### src/mcm_defines.vh
// Constants for the monitor configuration and alert mask register bank
// Contract
// - Local offset is signed, half-degree steps, added to every local result
// - Second remote offset is signed, half-degree steps, added to every remote two result
// - With global lock set, offset, config two and mask one registers ignore writes
// - Fan sense bit one selects two-wire sensing, only in low-frequency mode
// - Averaging-disable bit one stops averaging of temperature and voltage conversions
// - Attenuator-bypass bit one removes the attenuator from the core supply input
// - Single-channel bit one converts only the input chosen by external select field
// - Select codes: 001 core, 010 3.3 V, 101/110/111 temperatures, others reserved
// - Shutdown drives all fan outputs to fans-off level, inverted when selected
// - While shut down every current duty cycle reads zero
// - Channel mask bits stop that channel's out-of-limit event reaching the alert
// - Top mask bit stops all second-status-register conditions reaching the alert
// - All four registers reset to zero
`ifndef MCM_DEFINES_VH
`define MCM_DEFINES_VH

// Register indices; byte address is four times the index
`define MCM_IDX_LOCAL_OFS 10'h071
`define MCM_IDX_REMOTE2_OFS 10'h072
`define MCM_IDX_CONFIG_TWO 10'h073
`define MCM_IDX_MASK_ONE 10'h074
`define MCM_IDX_ALERT_STATUS 10'h080
`define MCM_IDX_ALERT_IRQ_MASK 10'h081

`define MCM_ADDR_LOCAL_OFS ({`MCM_IDX_LOCAL_OFS, 2'b00})
`define MCM_ADDR_REMOTE2_OFS ({`MCM_IDX_REMOTE2_OFS, 2'b00})
`define MCM_ADDR_CONFIG_TWO ({`MCM_IDX_CONFIG_TWO, 2'b00})
`define MCM_ADDR_MASK_ONE ({`MCM_IDX_MASK_ONE, 2'b00})
`define MCM_ADDR_ALERT_STATUS ({`MCM_IDX_ALERT_STATUS, 2'b00})
`define MCM_ADDR_ALERT_IRQ_MASK ({`MCM_IDX_ALERT_IRQ_MASK, 2'b00})

`define MCM_RESET_BYTE 8'h00

// Configuration two fields
`define MCM_CFG_SENSE_LSB 0
`define MCM_CFG_SENSE_MSB 3
`define MCM_CFG_AVG_DIS 4
`define MCM_CFG_ATTENUATOR_BYPASS_BYP 5
`define MCM_CFG_SINGLE 6
`define MCM_CFG_SHUTDOWN 7

// Mask and status layout
`define MCM_MSK_CORE 1
`define MCM_MSK_SUP33 2
`define MCM_MSK_REMOTE1 4
`define MCM_MSK_LOCAL 5
`define MCM_MSK_REMOTE2 6
`define MCM_MSK_STATUS2 7
`define MCM_MSK_VALID 8'hF6

// Single-channel select codes
`define MCM_SEL_CORE 3'h1
`define MCM_SEL_SUP33 3'h2
`define MCM_SEL_REMOTE1 3'h5
`define MCM_SEL_LOCAL 3'h6
`define MCM_SEL_REMOTE2 3'h7

`endif

### src/mcm_offset_add.v
// Signed offset correction of one temperature channel
`timescale 1ns/1ps
module mcm_offset_add
(
   input wire ref_clk,
   input wire sys_rst,
   input wire [9:0] rawTemp,
   input wire rawValid,
   input wire [7:0] offsetCode,
   output reg [9:0] corrTemp,
   output reg corrValid
);
   wire [11:0] rawExt;
   wire [11:0] ofsExt;
   wire [11:0] sum;
   reg [9:0] satSum;

   // Offset step is half a degree, result step a quarter
   assign rawExt = {{2{rawTemp[9]}}, rawTemp};
   assign ofsExt = {{3{offsetCode[7]}}, offsetCode, 1'b0};
   assign sum = rawExt + ofsExt;

   // Saturate rather than wrap, a wrapped reading would mislead the fan loop
   always @*
   begin
      satSum = sum[9:0];
      if (sum[11:9] != {3{sum[11]}})
      begin
         satSum = sum[11] ? 10'h200 : 10'h1FF;
      end
   end

   always @(posedge ref_clk or posedge sys_rst)
   begin
      if (sys_rst)
      begin
         corrTemp <= 10'h000;
         corrValid <= 1'b0;
      end
      else
      begin
         corrValid <= rawValid;
         if (rawValid)
         begin
            corrTemp <= satSum;
         end
      end
   end
endmodule // mcm_offset_add

### src/mcm_fan_gate.v
// Shutdown gating of one fan drive output and its duty readback
`timescale 1ns/1ps
module mcm_fan_gate
(
   input wire ref_clk,
   input wire sys_rst,
   input wire shutdown,
   input wire invert,
   input wire driveIn,
   input wire [7:0] dutyIn,
   output reg driveOut,
   output reg [7:0] dutyOut
);
   always @(posedge ref_clk or posedge sys_rst)
   begin
      if (sys_rst)
      begin
         driveOut <= 1'b0;
         dutyOut <= 8'h00;
      end
      else
      begin
         driveOut <= shutdown ? invert : driveIn;
         dutyOut <= shutdown ? 8'h00 : dutyIn;
      end
   end
endmodule // mcm_fan_gate

### src/mcm_regs_top.v
// APB register bank for offsets, configuration two and alert mask one
`timescale 1ns/1ps
`include "mcm_defines.vh"
module mcm_regs_top
(
   input wire ref_clk,
   input wire sys_rst,
   input wire psel,
   input wire penable,
   input wire pwrite,
   input wire [11:0] paddr,
   input wire [31:0] pwdata,
   input wire [3:0] pstrb,
   output reg [31:0] prdata,
   output wire pready,
   output wire pslverr,
   input wire globalLock,
   input wire lowFreqMode,
   input wire drivePolarityInvert,
   input wire [2:0] channelSelect,
   input wire [9:0] localTempRaw,
   input wire localTempValid,
   input wire [9:0] remoteTwoTempRaw,
   input wire remoteTwoTempValid,
   output wire [9:0] localTempCorr,
   output wire localTempCorrValid,
   output wire [9:0] remoteTwoTempCorr,
   output wire remoteTwoTempCorrValid,
   output reg [3:0] twoWireSense,
   output reg averagingDisable,
   output reg attenuatorBypass,
   output reg singleChannelConvert,
   output reg [2:0] convertChannel,
   output reg convertChannelReserved,
   input wire [3:0] fanDriveIn,
   input wire [31:0] dutyCycleIn,
   output wire [3:0] fanDriveOut,
   output wire [31:0] dutyCycleOut,
   input wire coreSupplyOol,
   input wire supply33Ool,
   input wire remoteOneOol,
   input wire localOol,
   input wire remoteTwoOol,
   input wire statusTwoOol,
   output wire alertOut,
   output wire alertIrq
);
   ////////////////////////////////////////////////////////////////////////
   // Register storage
   reg [7:0] localOffset_reg;
   reg [7:0] localOffset_next;
   reg [7:0] remoteTwoOffset_reg;
   reg [7:0] remoteTwoOffset_next;
   reg [7:0] configTwo_reg;
   reg [7:0] configTwo_next;
   reg [7:0] maskOne_reg;
   reg [7:0] maskOne_next;
   reg [7:0] alertStatus_reg;
   reg [7:0] alertStatus_next;
   reg [7:0] irqMask_reg;
   reg [7:0] irqMask_next;
   reg [7:0] readByte;
   reg addrHit;
   reg lockedTarget;

   wire setupPhase;
   wire accessPhase;
   wire writeStrobe;
   wire lowLane;
   wire [7:0] wrByte;
   wire [7:0] eventVec;
   wire shutdownOn;
   wire hitLocalOfs;
   wire hitRemoteTwoOfs;
   wire hitConfigTwo;
   wire hitMaskOne;
   wire hitAlertStatus;
   wire hitIrqMask;
   wire writeOpen;

   ////////////////////////////////////////////////////////////////////////
   // APB handshake
   assign setupPhase = psel & ~penable;
   assign accessPhase = psel & penable;
   // Zero wait states, read data is staged in the setup cycle
   assign pready = 1'b1;
   assign pslverr = accessPhase & ~addrHit;
   assign lowLane = pstrb[0];
   assign wrByte = pwdata[7:0];
   assign writeStrobe = accessPhase & pwrite & addrHit & lowLane;

   ////////////////////////////////////////////////////////////////////////
   // Per-register hits, shared by the write and clear paths
   assign hitLocalOfs = (paddr == `MCM_ADDR_LOCAL_OFS);
   assign hitRemoteTwoOfs = (paddr == `MCM_ADDR_REMOTE2_OFS);
   assign hitConfigTwo = (paddr == `MCM_ADDR_CONFIG_TWO);
   assign hitMaskOne = (paddr == `MCM_ADDR_MASK_ONE);
   assign hitAlertStatus = (paddr == `MCM_ADDR_ALERT_STATUS);
   assign hitIrqMask = (paddr == `MCM_ADDR_ALERT_IRQ_MASK);

   // Lock blocks writes to the offset, config two and mask one registers
   // Locked writes end without an error, software sees no difference
   assign writeOpen = writeStrobe & ~(globalLock & lockedTarget);

   ////////////////////////////////////////////////////////////////////////
   // Address decode
   always @*
   begin
      addrHit = 1'b1;
      lockedTarget = 1'b1;
      case (paddr)
         `MCM_ADDR_LOCAL_OFS:
         begin
            readByte = localOffset_reg;
         end
         `MCM_ADDR_REMOTE2_OFS:
         begin
            readByte = remoteTwoOffset_reg;
         end
         `MCM_ADDR_CONFIG_TWO:
         begin
            readByte = configTwo_reg;
         end
         `MCM_ADDR_MASK_ONE:
         begin
            readByte = maskOne_reg;
         end
         `MCM_ADDR_ALERT_STATUS:
         begin
            readByte = alertStatus_reg;
            lockedTarget = 1'b0;
         end
         `MCM_ADDR_ALERT_IRQ_MASK:
         begin
            readByte = irqMask_reg;
            lockedTarget = 1'b0;
         end
         default:
         begin
            readByte = 8'h00;
            addrHit = 1'b0;
            lockedTarget = 1'b0;
         end
      endcase
   end

   ////////////////////////////////////////////////////////////////////////
   // Next-state of the writable registers
   always @*
   begin
      localOffset_next = localOffset_reg;
      remoteTwoOffset_next = remoteTwoOffset_reg;
      configTwo_next = configTwo_reg;
      maskOne_next = maskOne_reg;
      irqMask_next = irqMask_reg;
      if (writeOpen && hitLocalOfs)
      begin
         localOffset_next = wrByte;
      end
      if (writeOpen && hitRemoteTwoOfs)
      begin
         remoteTwoOffset_next = wrByte;
      end
      if (writeOpen && hitConfigTwo)
      begin
         configTwo_next = wrByte;
      end
      if (writeOpen && hitMaskOne)
      begin
         maskOne_next = wrByte & `MCM_MSK_VALID;
      end
      if (writeOpen && hitIrqMask)
      begin
         irqMask_next = wrByte & `MCM_MSK_VALID;
      end
   end

   ////////////////////////////////////////////////////////////////////////
   // Sticky alert status
   assign eventVec[0] = 1'b0;
   assign eventVec[`MCM_MSK_CORE] = coreSupplyOol;
   assign eventVec[`MCM_MSK_SUP33] = supply33Ool;
   assign eventVec[3] = 1'b0;
   assign eventVec[`MCM_MSK_REMOTE1] = remoteOneOol;
   assign eventVec[`MCM_MSK_LOCAL] = localOol;
   assign eventVec[`MCM_MSK_REMOTE2] = remoteTwoOol;
   assign eventVec[`MCM_MSK_STATUS2] = statusTwoOol;

   always @*
   begin
      alertStatus_next = alertStatus_reg;
      if (writeStrobe && hitAlertStatus)
      begin
         alertStatus_next = alertStatus_reg & ~wrByte;
      end
      alertStatus_next = (alertStatus_next | eventVec) & `MCM_MSK_VALID;
   end

   always @(posedge ref_clk or posedge sys_rst)
   begin
      if (sys_rst)
      begin
         localOffset_reg <= `MCM_RESET_BYTE;
         remoteTwoOffset_reg <= `MCM_RESET_BYTE;
         configTwo_reg <= `MCM_RESET_BYTE;
         maskOne_reg <= `MCM_RESET_BYTE;
         alertStatus_reg <= `MCM_RESET_BYTE;
         irqMask_reg <= `MCM_RESET_BYTE;
      end
      else
      begin
         localOffset_reg <= localOffset_next;
         remoteTwoOffset_reg <= remoteTwoOffset_next;
         configTwo_reg <= configTwo_next;
         maskOne_reg <= maskOne_next;
         alertStatus_reg <= alertStatus_next;
         irqMask_reg <= irqMask_next;
      end
   end

   ////////////////////////////////////////////////////////////////////////
   // Read data, staged in the setup cycle so the access phase needs no wait
   always @(posedge ref_clk or posedge sys_rst)
   begin
      if (sys_rst)
      begin
         prdata <= 32'h00000000;
      end
      else if (setupPhase)
      begin
         // Writes read back zero
         prdata <= pwrite ? 32'h00000000 : {24'h000000, readByte};
      end
   end

   ////////////////////////////////////////////////////////////////////////
   // Alert gating
   // Per-channel masking
   // Second-status group masking
   // Mask one acts on the alert pin, the interrupt mask on the bus interrupt
   assign alertOut = |(alertStatus_reg & ~maskOne_reg & `MCM_MSK_VALID);
   assign alertIrq = |(alertStatus_reg & ~irqMask_reg & `MCM_MSK_VALID);

   ////////////////////////////////////////////////////////////////////////
   // Configuration outputs
   assign shutdownOn = configTwo_reg[`MCM_CFG_SHUTDOWN];

   always @(posedge ref_clk or posedge sys_rst)
   begin
      if (sys_rst)
      begin
         twoWireSense <= 4'h0;
         averagingDisable <= 1'b0;
         attenuatorBypass <= 1'b0;
         singleChannelConvert <= 1'b0;
      end
      else
      begin
         twoWireSense <= configTwo_reg[`MCM_CFG_SENSE_MSB:`MCM_CFG_SENSE_LSB] & {4{lowFreqMode}};
         averagingDisable <= configTwo_reg[`MCM_CFG_AVG_DIS];
         attenuatorBypass <= configTwo_reg[`MCM_CFG_ATTENUATOR_BYPASS_BYP];
         singleChannelConvert <= configTwo_reg[`MCM_CFG_SINGLE];
      end
   end

   // Reserved select codes are flagged, never blocked
   always @(posedge ref_clk or posedge sys_rst)
   begin
      if (sys_rst)
      begin
         convertChannel <= 3'h0;
         // Code 000 is reserved, so the flag comes up set
         convertChannelReserved <= 1'b1;
      end
      else
      begin
         convertChannel <= channelSelect;
         case (channelSelect)
            `MCM_SEL_CORE,
            `MCM_SEL_SUP33,
            `MCM_SEL_REMOTE1,
            `MCM_SEL_LOCAL,
            `MCM_SEL_REMOTE2: convertChannelReserved <= 1'b0;
            default: convertChannelReserved <= 1'b1;
         endcase
      end
   end

   ////////////////////////////////////////////////////////////////////////
   // Offset correction
   // Local offset applied
   mcm_offset_add localAdd
   (
      .ref_clk(ref_clk),
      .sys_rst(sys_rst),
      .rawTemp(localTempRaw),
      .rawValid(localTempValid),
      .offsetCode(localOffset_reg),
      .corrTemp(localTempCorr),
      .corrValid(localTempCorrValid)
   );

   mcm_offset_add remoteTwoAdd
   (
      .ref_clk(ref_clk),
      .sys_rst(sys_rst),
      .rawTemp(remoteTwoTempRaw),
      .rawValid(remoteTwoTempValid),
      .offsetCode(remoteTwoOffset_reg),
      .corrTemp(remoteTwoTempCorr),
      .corrValid(remoteTwoTempCorrValid)
   );

   ////////////////////////////////////////////////////////////////////////
   // Fan shutdown gating
   genvar fanIdx;
   generate
      for (fanIdx = 0; fanIdx < 4; fanIdx = fanIdx + 1)
      begin : fanGate
         mcm_fan_gate gate
         (
            .ref_clk(ref_clk),
            .sys_rst(sys_rst),
            .shutdown(shutdownOn),
            .invert(drivePolarityInvert),
            .driveIn(fanDriveIn[fanIdx]),
            .dutyIn(dutyCycleIn[fanIdx*8 +: 8]),
            .driveOut(fanDriveOut[fanIdx]),
            .dutyOut(dutyCycleOut[fanIdx*8 +: 8])
         );
      end
   endgenerate
endmodule // mcm_regs_top

### config.mk
export PLATFORM = sky130hd
export DESIGN_NAME = mcm_regs_top
export DESIGN_NICKNAME = d
export VERILOG_FILES = /design/src/mcm_offset_add.v /design/src/mcm_fan_gate.v /design/src/mcm_regs_top.v
export VERILOG_INCLUDE_DIRS = /design/src /design/src/src
export SDC_FILE = /design/constraint.sdc
export NUM_CORES = 1
export LEC_CHECK = 0
export BUFFER_PORTS_ARGS = -buffer_cell sky130_fd_sc_hd__buf_4
export CAP_MARGIN = 10
export CORE_ASPECT_RATIO = 0.7
export CORE_MARGIN = 5
export CORE_UTILIZATION = 50
export CTS_CLUSTER_DIAMETER = 150
export DETAILED_ROUTE_END_ITERATION = 10
export GPL_TIMING_DRIVEN = 0
export HOLD_SLACK_MARGIN = 0.1
export PLACE_DENSITY = 0.81
export REMOVE_ABC_BUFFERS = 1
export SLEW_MARGIN = 5
export SYNTH_ARGS = -nofsm -noshare
export SYNTH_HDL_FRONTEND = slang
export SYNTH_HIERARCHICAL = 1
export SYNTH_SLANG_ARGS = --single-unit
### constraint.sdc
create_clock -name ref_clk -period 2.8 [get_ports ref_clk]
set_clock_uncertainty 0.2 [all_clocks]
set_input_delay 0.56 -clock ref_clk [delete_from_list [all_inputs] [get_ports ref_clk]]
set_output_delay 0.56 -clock ref_clk [all_outputs]
set_load 0.05 [all_outputs]
==> metrics.csv <==
stage,metric,value,unit
worst_setup_path,rr_worst_depth,9,
floorplan,die_h,101,um
sta,fmax,0.372,GHz
global_routing,first_global_vias,4856,
synthesis,synth_area_per_cell,11.6,um2
drt,drcViolationCount,0,
final_layout,syn_to_final_growth,33.5,%
clocking,cts-buffers-inserted,17,
synthesis,synth-seq-area-share,49.9,%
sta,rsz0062_at_grt,no,
placement,dp_cells,836,
global_routing,grt_pass1_wl,24.7,mm
clocking,clock_sinks,119,
min_path,hp-start,remoteTwoOol,
synthesis,yosys_register_bits,119,
sta,worst_pin_slew,1.07,ns
floorplan,ios,228,
sta,finalHoldViolCount,0,
clocking,tritoncts,yes,
final_layout,layout.cells.non_filler,872,
global_routing,grt_overflow,0,
global_routing,grt_start_max_net_pins,42,
clocking,cts_max_level,4,
final_layout,antennaDiodeCount,0,
worst_setup_path,required,2.91,ns
placement,port_buffers,175,
min_path,whs_path_depth,2,
floorplan,fp.dieArea,14300,um2
outcome,status,"complete, no violations",
pwr,leakagePower,3.99,nW
final_layout,top_regs,"fanGate.gate/dutyOut (32), localAdd/corrTemp (10), remoteTwoAdd/corrTemp (10)",
sta,post-route-min-period,2.69,ns
final_layout,fin_nets,846,
global_routing,antenna_found_initial,0,
synthesis,synth_area_leaders,"dfrtp_1 49%, mux2_2 7.0%, and2b_2 4.7%",
final_layout,top_register,fanGate.gate/dutyOut,
drt,wl_per_cell,17.9,um
global_routing,grt.total_usage,22.0,%
clocking,clockBufferDepth,2,
clocking,worstSkewPairLatency,0.40,ns
synthesis,syn-cell-area,5970,um2
final_layout,drive_gt1_share,42.7,%
worst_setup_path,cp_max_fo,5,
worst_setup_path,critPathCaptureType,flip-flop,
final_layout,final_cell_mix,"175 x buf_4, 118 x dfrtp_1, 39 x nor2_1",
floorplan,initial_core_util,51.1,%
synthesis,yosys.area.top_type,dfrtp_1,
sta,finalCritPeriodShare,95.9,%
sta,slew_violations,0,
worst_setup_path,r2r_setup_slack,0.11,ns
worst_setup_path,crit_path_top_delay_cell,fa_1,
worst_setup_path,start_kind,flip-flop,
final_layout,largest_register_ffs,32,
worst_setup_path,crit_type,flip-flop to flip-flop,
drt,antenna_left,0,
worst_setup_path,cp.arrival,2.79,ns
sta,relSlewSlack,28.9,%
floorplan,rows,33,
drt,drtPass1Iterations,6,
placement,gp_congestion,0.898,
drt,vias,4686,
drt,routed_wl,15.6,mm
worst_setup_path,crit_chain,"ha_1, inv_1, fa_1, nand2b_1, a211oi_2, o22ai_2, and3b_4, or2_4, o32ai_2",
clocking,root_buffer,clkbuf_16,
min_path,worstHoldEndpoint,alertStatus_reg[6]$_DFF_PP0_,
placement,dp_hpwl,11.9,mm
final_layout,layout_commonest_cell,buf_4,
synthesis,ys_types,58,
job,maxCapViolCount,0,
clocking,post_cts_buffers,0,
sta,setup_violations,0,
drt,drt_iter0_drc,234,
worst_setup_path,timing.rr.start,remoteTwoOffset_reg[0]$_DFFE_PP0P_,
pwr,p_per_area,576,nW/um2
worst_setup_path,cp_slowest_stage_delay,0.39,ns
floorplan,core_area,11700,um2
synthesis,synth_cells,513,
pwr,max-vdd-ir-drop,0.435,mV
synthesis,ys_warn_count,6,
clocking,clk_pin_slew,0.05,ns
min_path,hold_path.class,primary input to flip-flop,
drt,viasPerCell,5.37,
sta,tns,0,ns
synthesis,synthArstFlopShare,100,%
synthesis,ys.flop_type,dfrtp_1,
synthesis,yosysTopAreaCellShare,49.4,%
worst_setup_path,r2r_end,remoteTwoAdd/corrTemp[7]$_DFFE_PP0P_,
synthesis,synth-edff-count,0,
floorplan,die_x,141,um
[worst max path at each step]
stage                                             startpoint                              endpoint  slack, ns  cells after the start
after floorplan                                     paddr[9]                               pslverr      -0.19                      5
after global placement                               sys_rst             twoWireSense[3]$_DFF_PP0_      -0.22                      2
after detailed placement                 remoteTwoTempRaw[1]  remoteTwoAdd/corrTemp[7]$_DFFE_PP0P_      -0.20                     10
after CTS                 remoteTwoOffset_reg[0]$_DFFE_PP0P_  remoteTwoAdd/corrTemp[7]$_DFFE_PP0P_       0.03                      9
after global routing          localOffset_reg[0]$_DFFE_PP0P_      localAdd/corrTemp[7]$_DFFE_PP0P_      0.002                      9
final                     remoteTwoOffset_reg[0]$_DFFE_PP0P_  remoteTwoAdd/corrTemp[7]$_DFFE_PP0P_       0.11                      9
[power by group]
| part | total, mW | internal (mW) | switching, mW |
|---|---|---|---|
| combinational | 0.740 | 0.248 | 0.493 |
| sequential | 1.81 | 1.79 | 0.0296 |
| clock | 2.03 | 1.30 | 0.731 |
[cell type report]
class	instances	area (um2)
Clock buffer	23	488
Clock inverter	9	75.1
Fill cell	901	3710
Inverter	19	71.3
Multi-Input combinational cell	365	2790
Sequential cell	119	2980
Tap cell	157	196
Timing Repair Buffer	180	1370
[synth_stat cells, drive strengths merged (4+ instances only)]
cell      n
nand3     5
o21ai    17
nand2    14
a211o     4
mux2     41
dfrtp   118
nand4b    5
a21oi    23
xor2      4
ha       19
and3      5
nor2     42
mux2i    14
a211oi    5
and2b    32
and2      4
or2       4
nand2b    8
nor2b     4
o22ai    17
a221oi    5
buf      31
a21o     14
nor3      5
nand4     5
or3      12
inv      19
[repair_timing]
item	in CTS	in global routing
resized for setup	0	2
endpoints found under the hold margin	81	0
hold buffers	4	0
endpoints found under the setup margin	0	18
[per-stage QoR]
stage | power (mW) | hold slack (ns) | util (%) | worst slack (ns) | area, um2
floorplan | 2.29 | 0.164 | - | -0.187 | 5820
global placement | 2.56 | 0.198 | 62.8 | -0.219 | 7330
detailed placement | 2.58 | 0.197 | 62.9 | -0.204 | 7350
CTS | 4.62 | 0.128 | 68.1 | 0.0321 | 7960
global route | 4.76 | 0.124 | 68.2 | 0.00170 | 7970
finish | 4.59 | 0.138 | 68.2 | 0.114 | 7970
[worst max-delay path: cells and delay by family (launching register included)]
kind | cells | cell delay [ns]
and+or+nand+nor | 3 | 0.72
AOI/OAI and AO/OA | 3 | 0.65
adders and majority gates | 2 | 0.58
DFF | 1 | 0.38
buffers and inverters | 1 | 0.06
[cells by family after synthesis]
| kind of cell | count (synthesis) | synth area share, % |
|---|---|---|
| xor+xnor | 7 | 1.03 |
| mux | 55 | 10.3 |
| other cells | 2 | 0.126 |
| flops | 119 | 49.9 |
| compound gates | 103 | 12.3 |
| simple gates | 154 | 16.6 |
| fa+ha+maj | 21 | 4.65 |
| buf+inv | 52 | 5.17 |
[layer usage]
metal  global-route usage, %  vias to the layer above  share of wire (%)  wire length (um)
met2                    35.1                      220                 47              7280
li1                        -                     2178                  -                 -
met5                       0                        -                  0                 0
met4                    5.44                        0                1.1               165
met1                    27.8                     2271                 41              6360
met3                    9.63                       17                 11              1790
(Power assumes the default switching activity.)
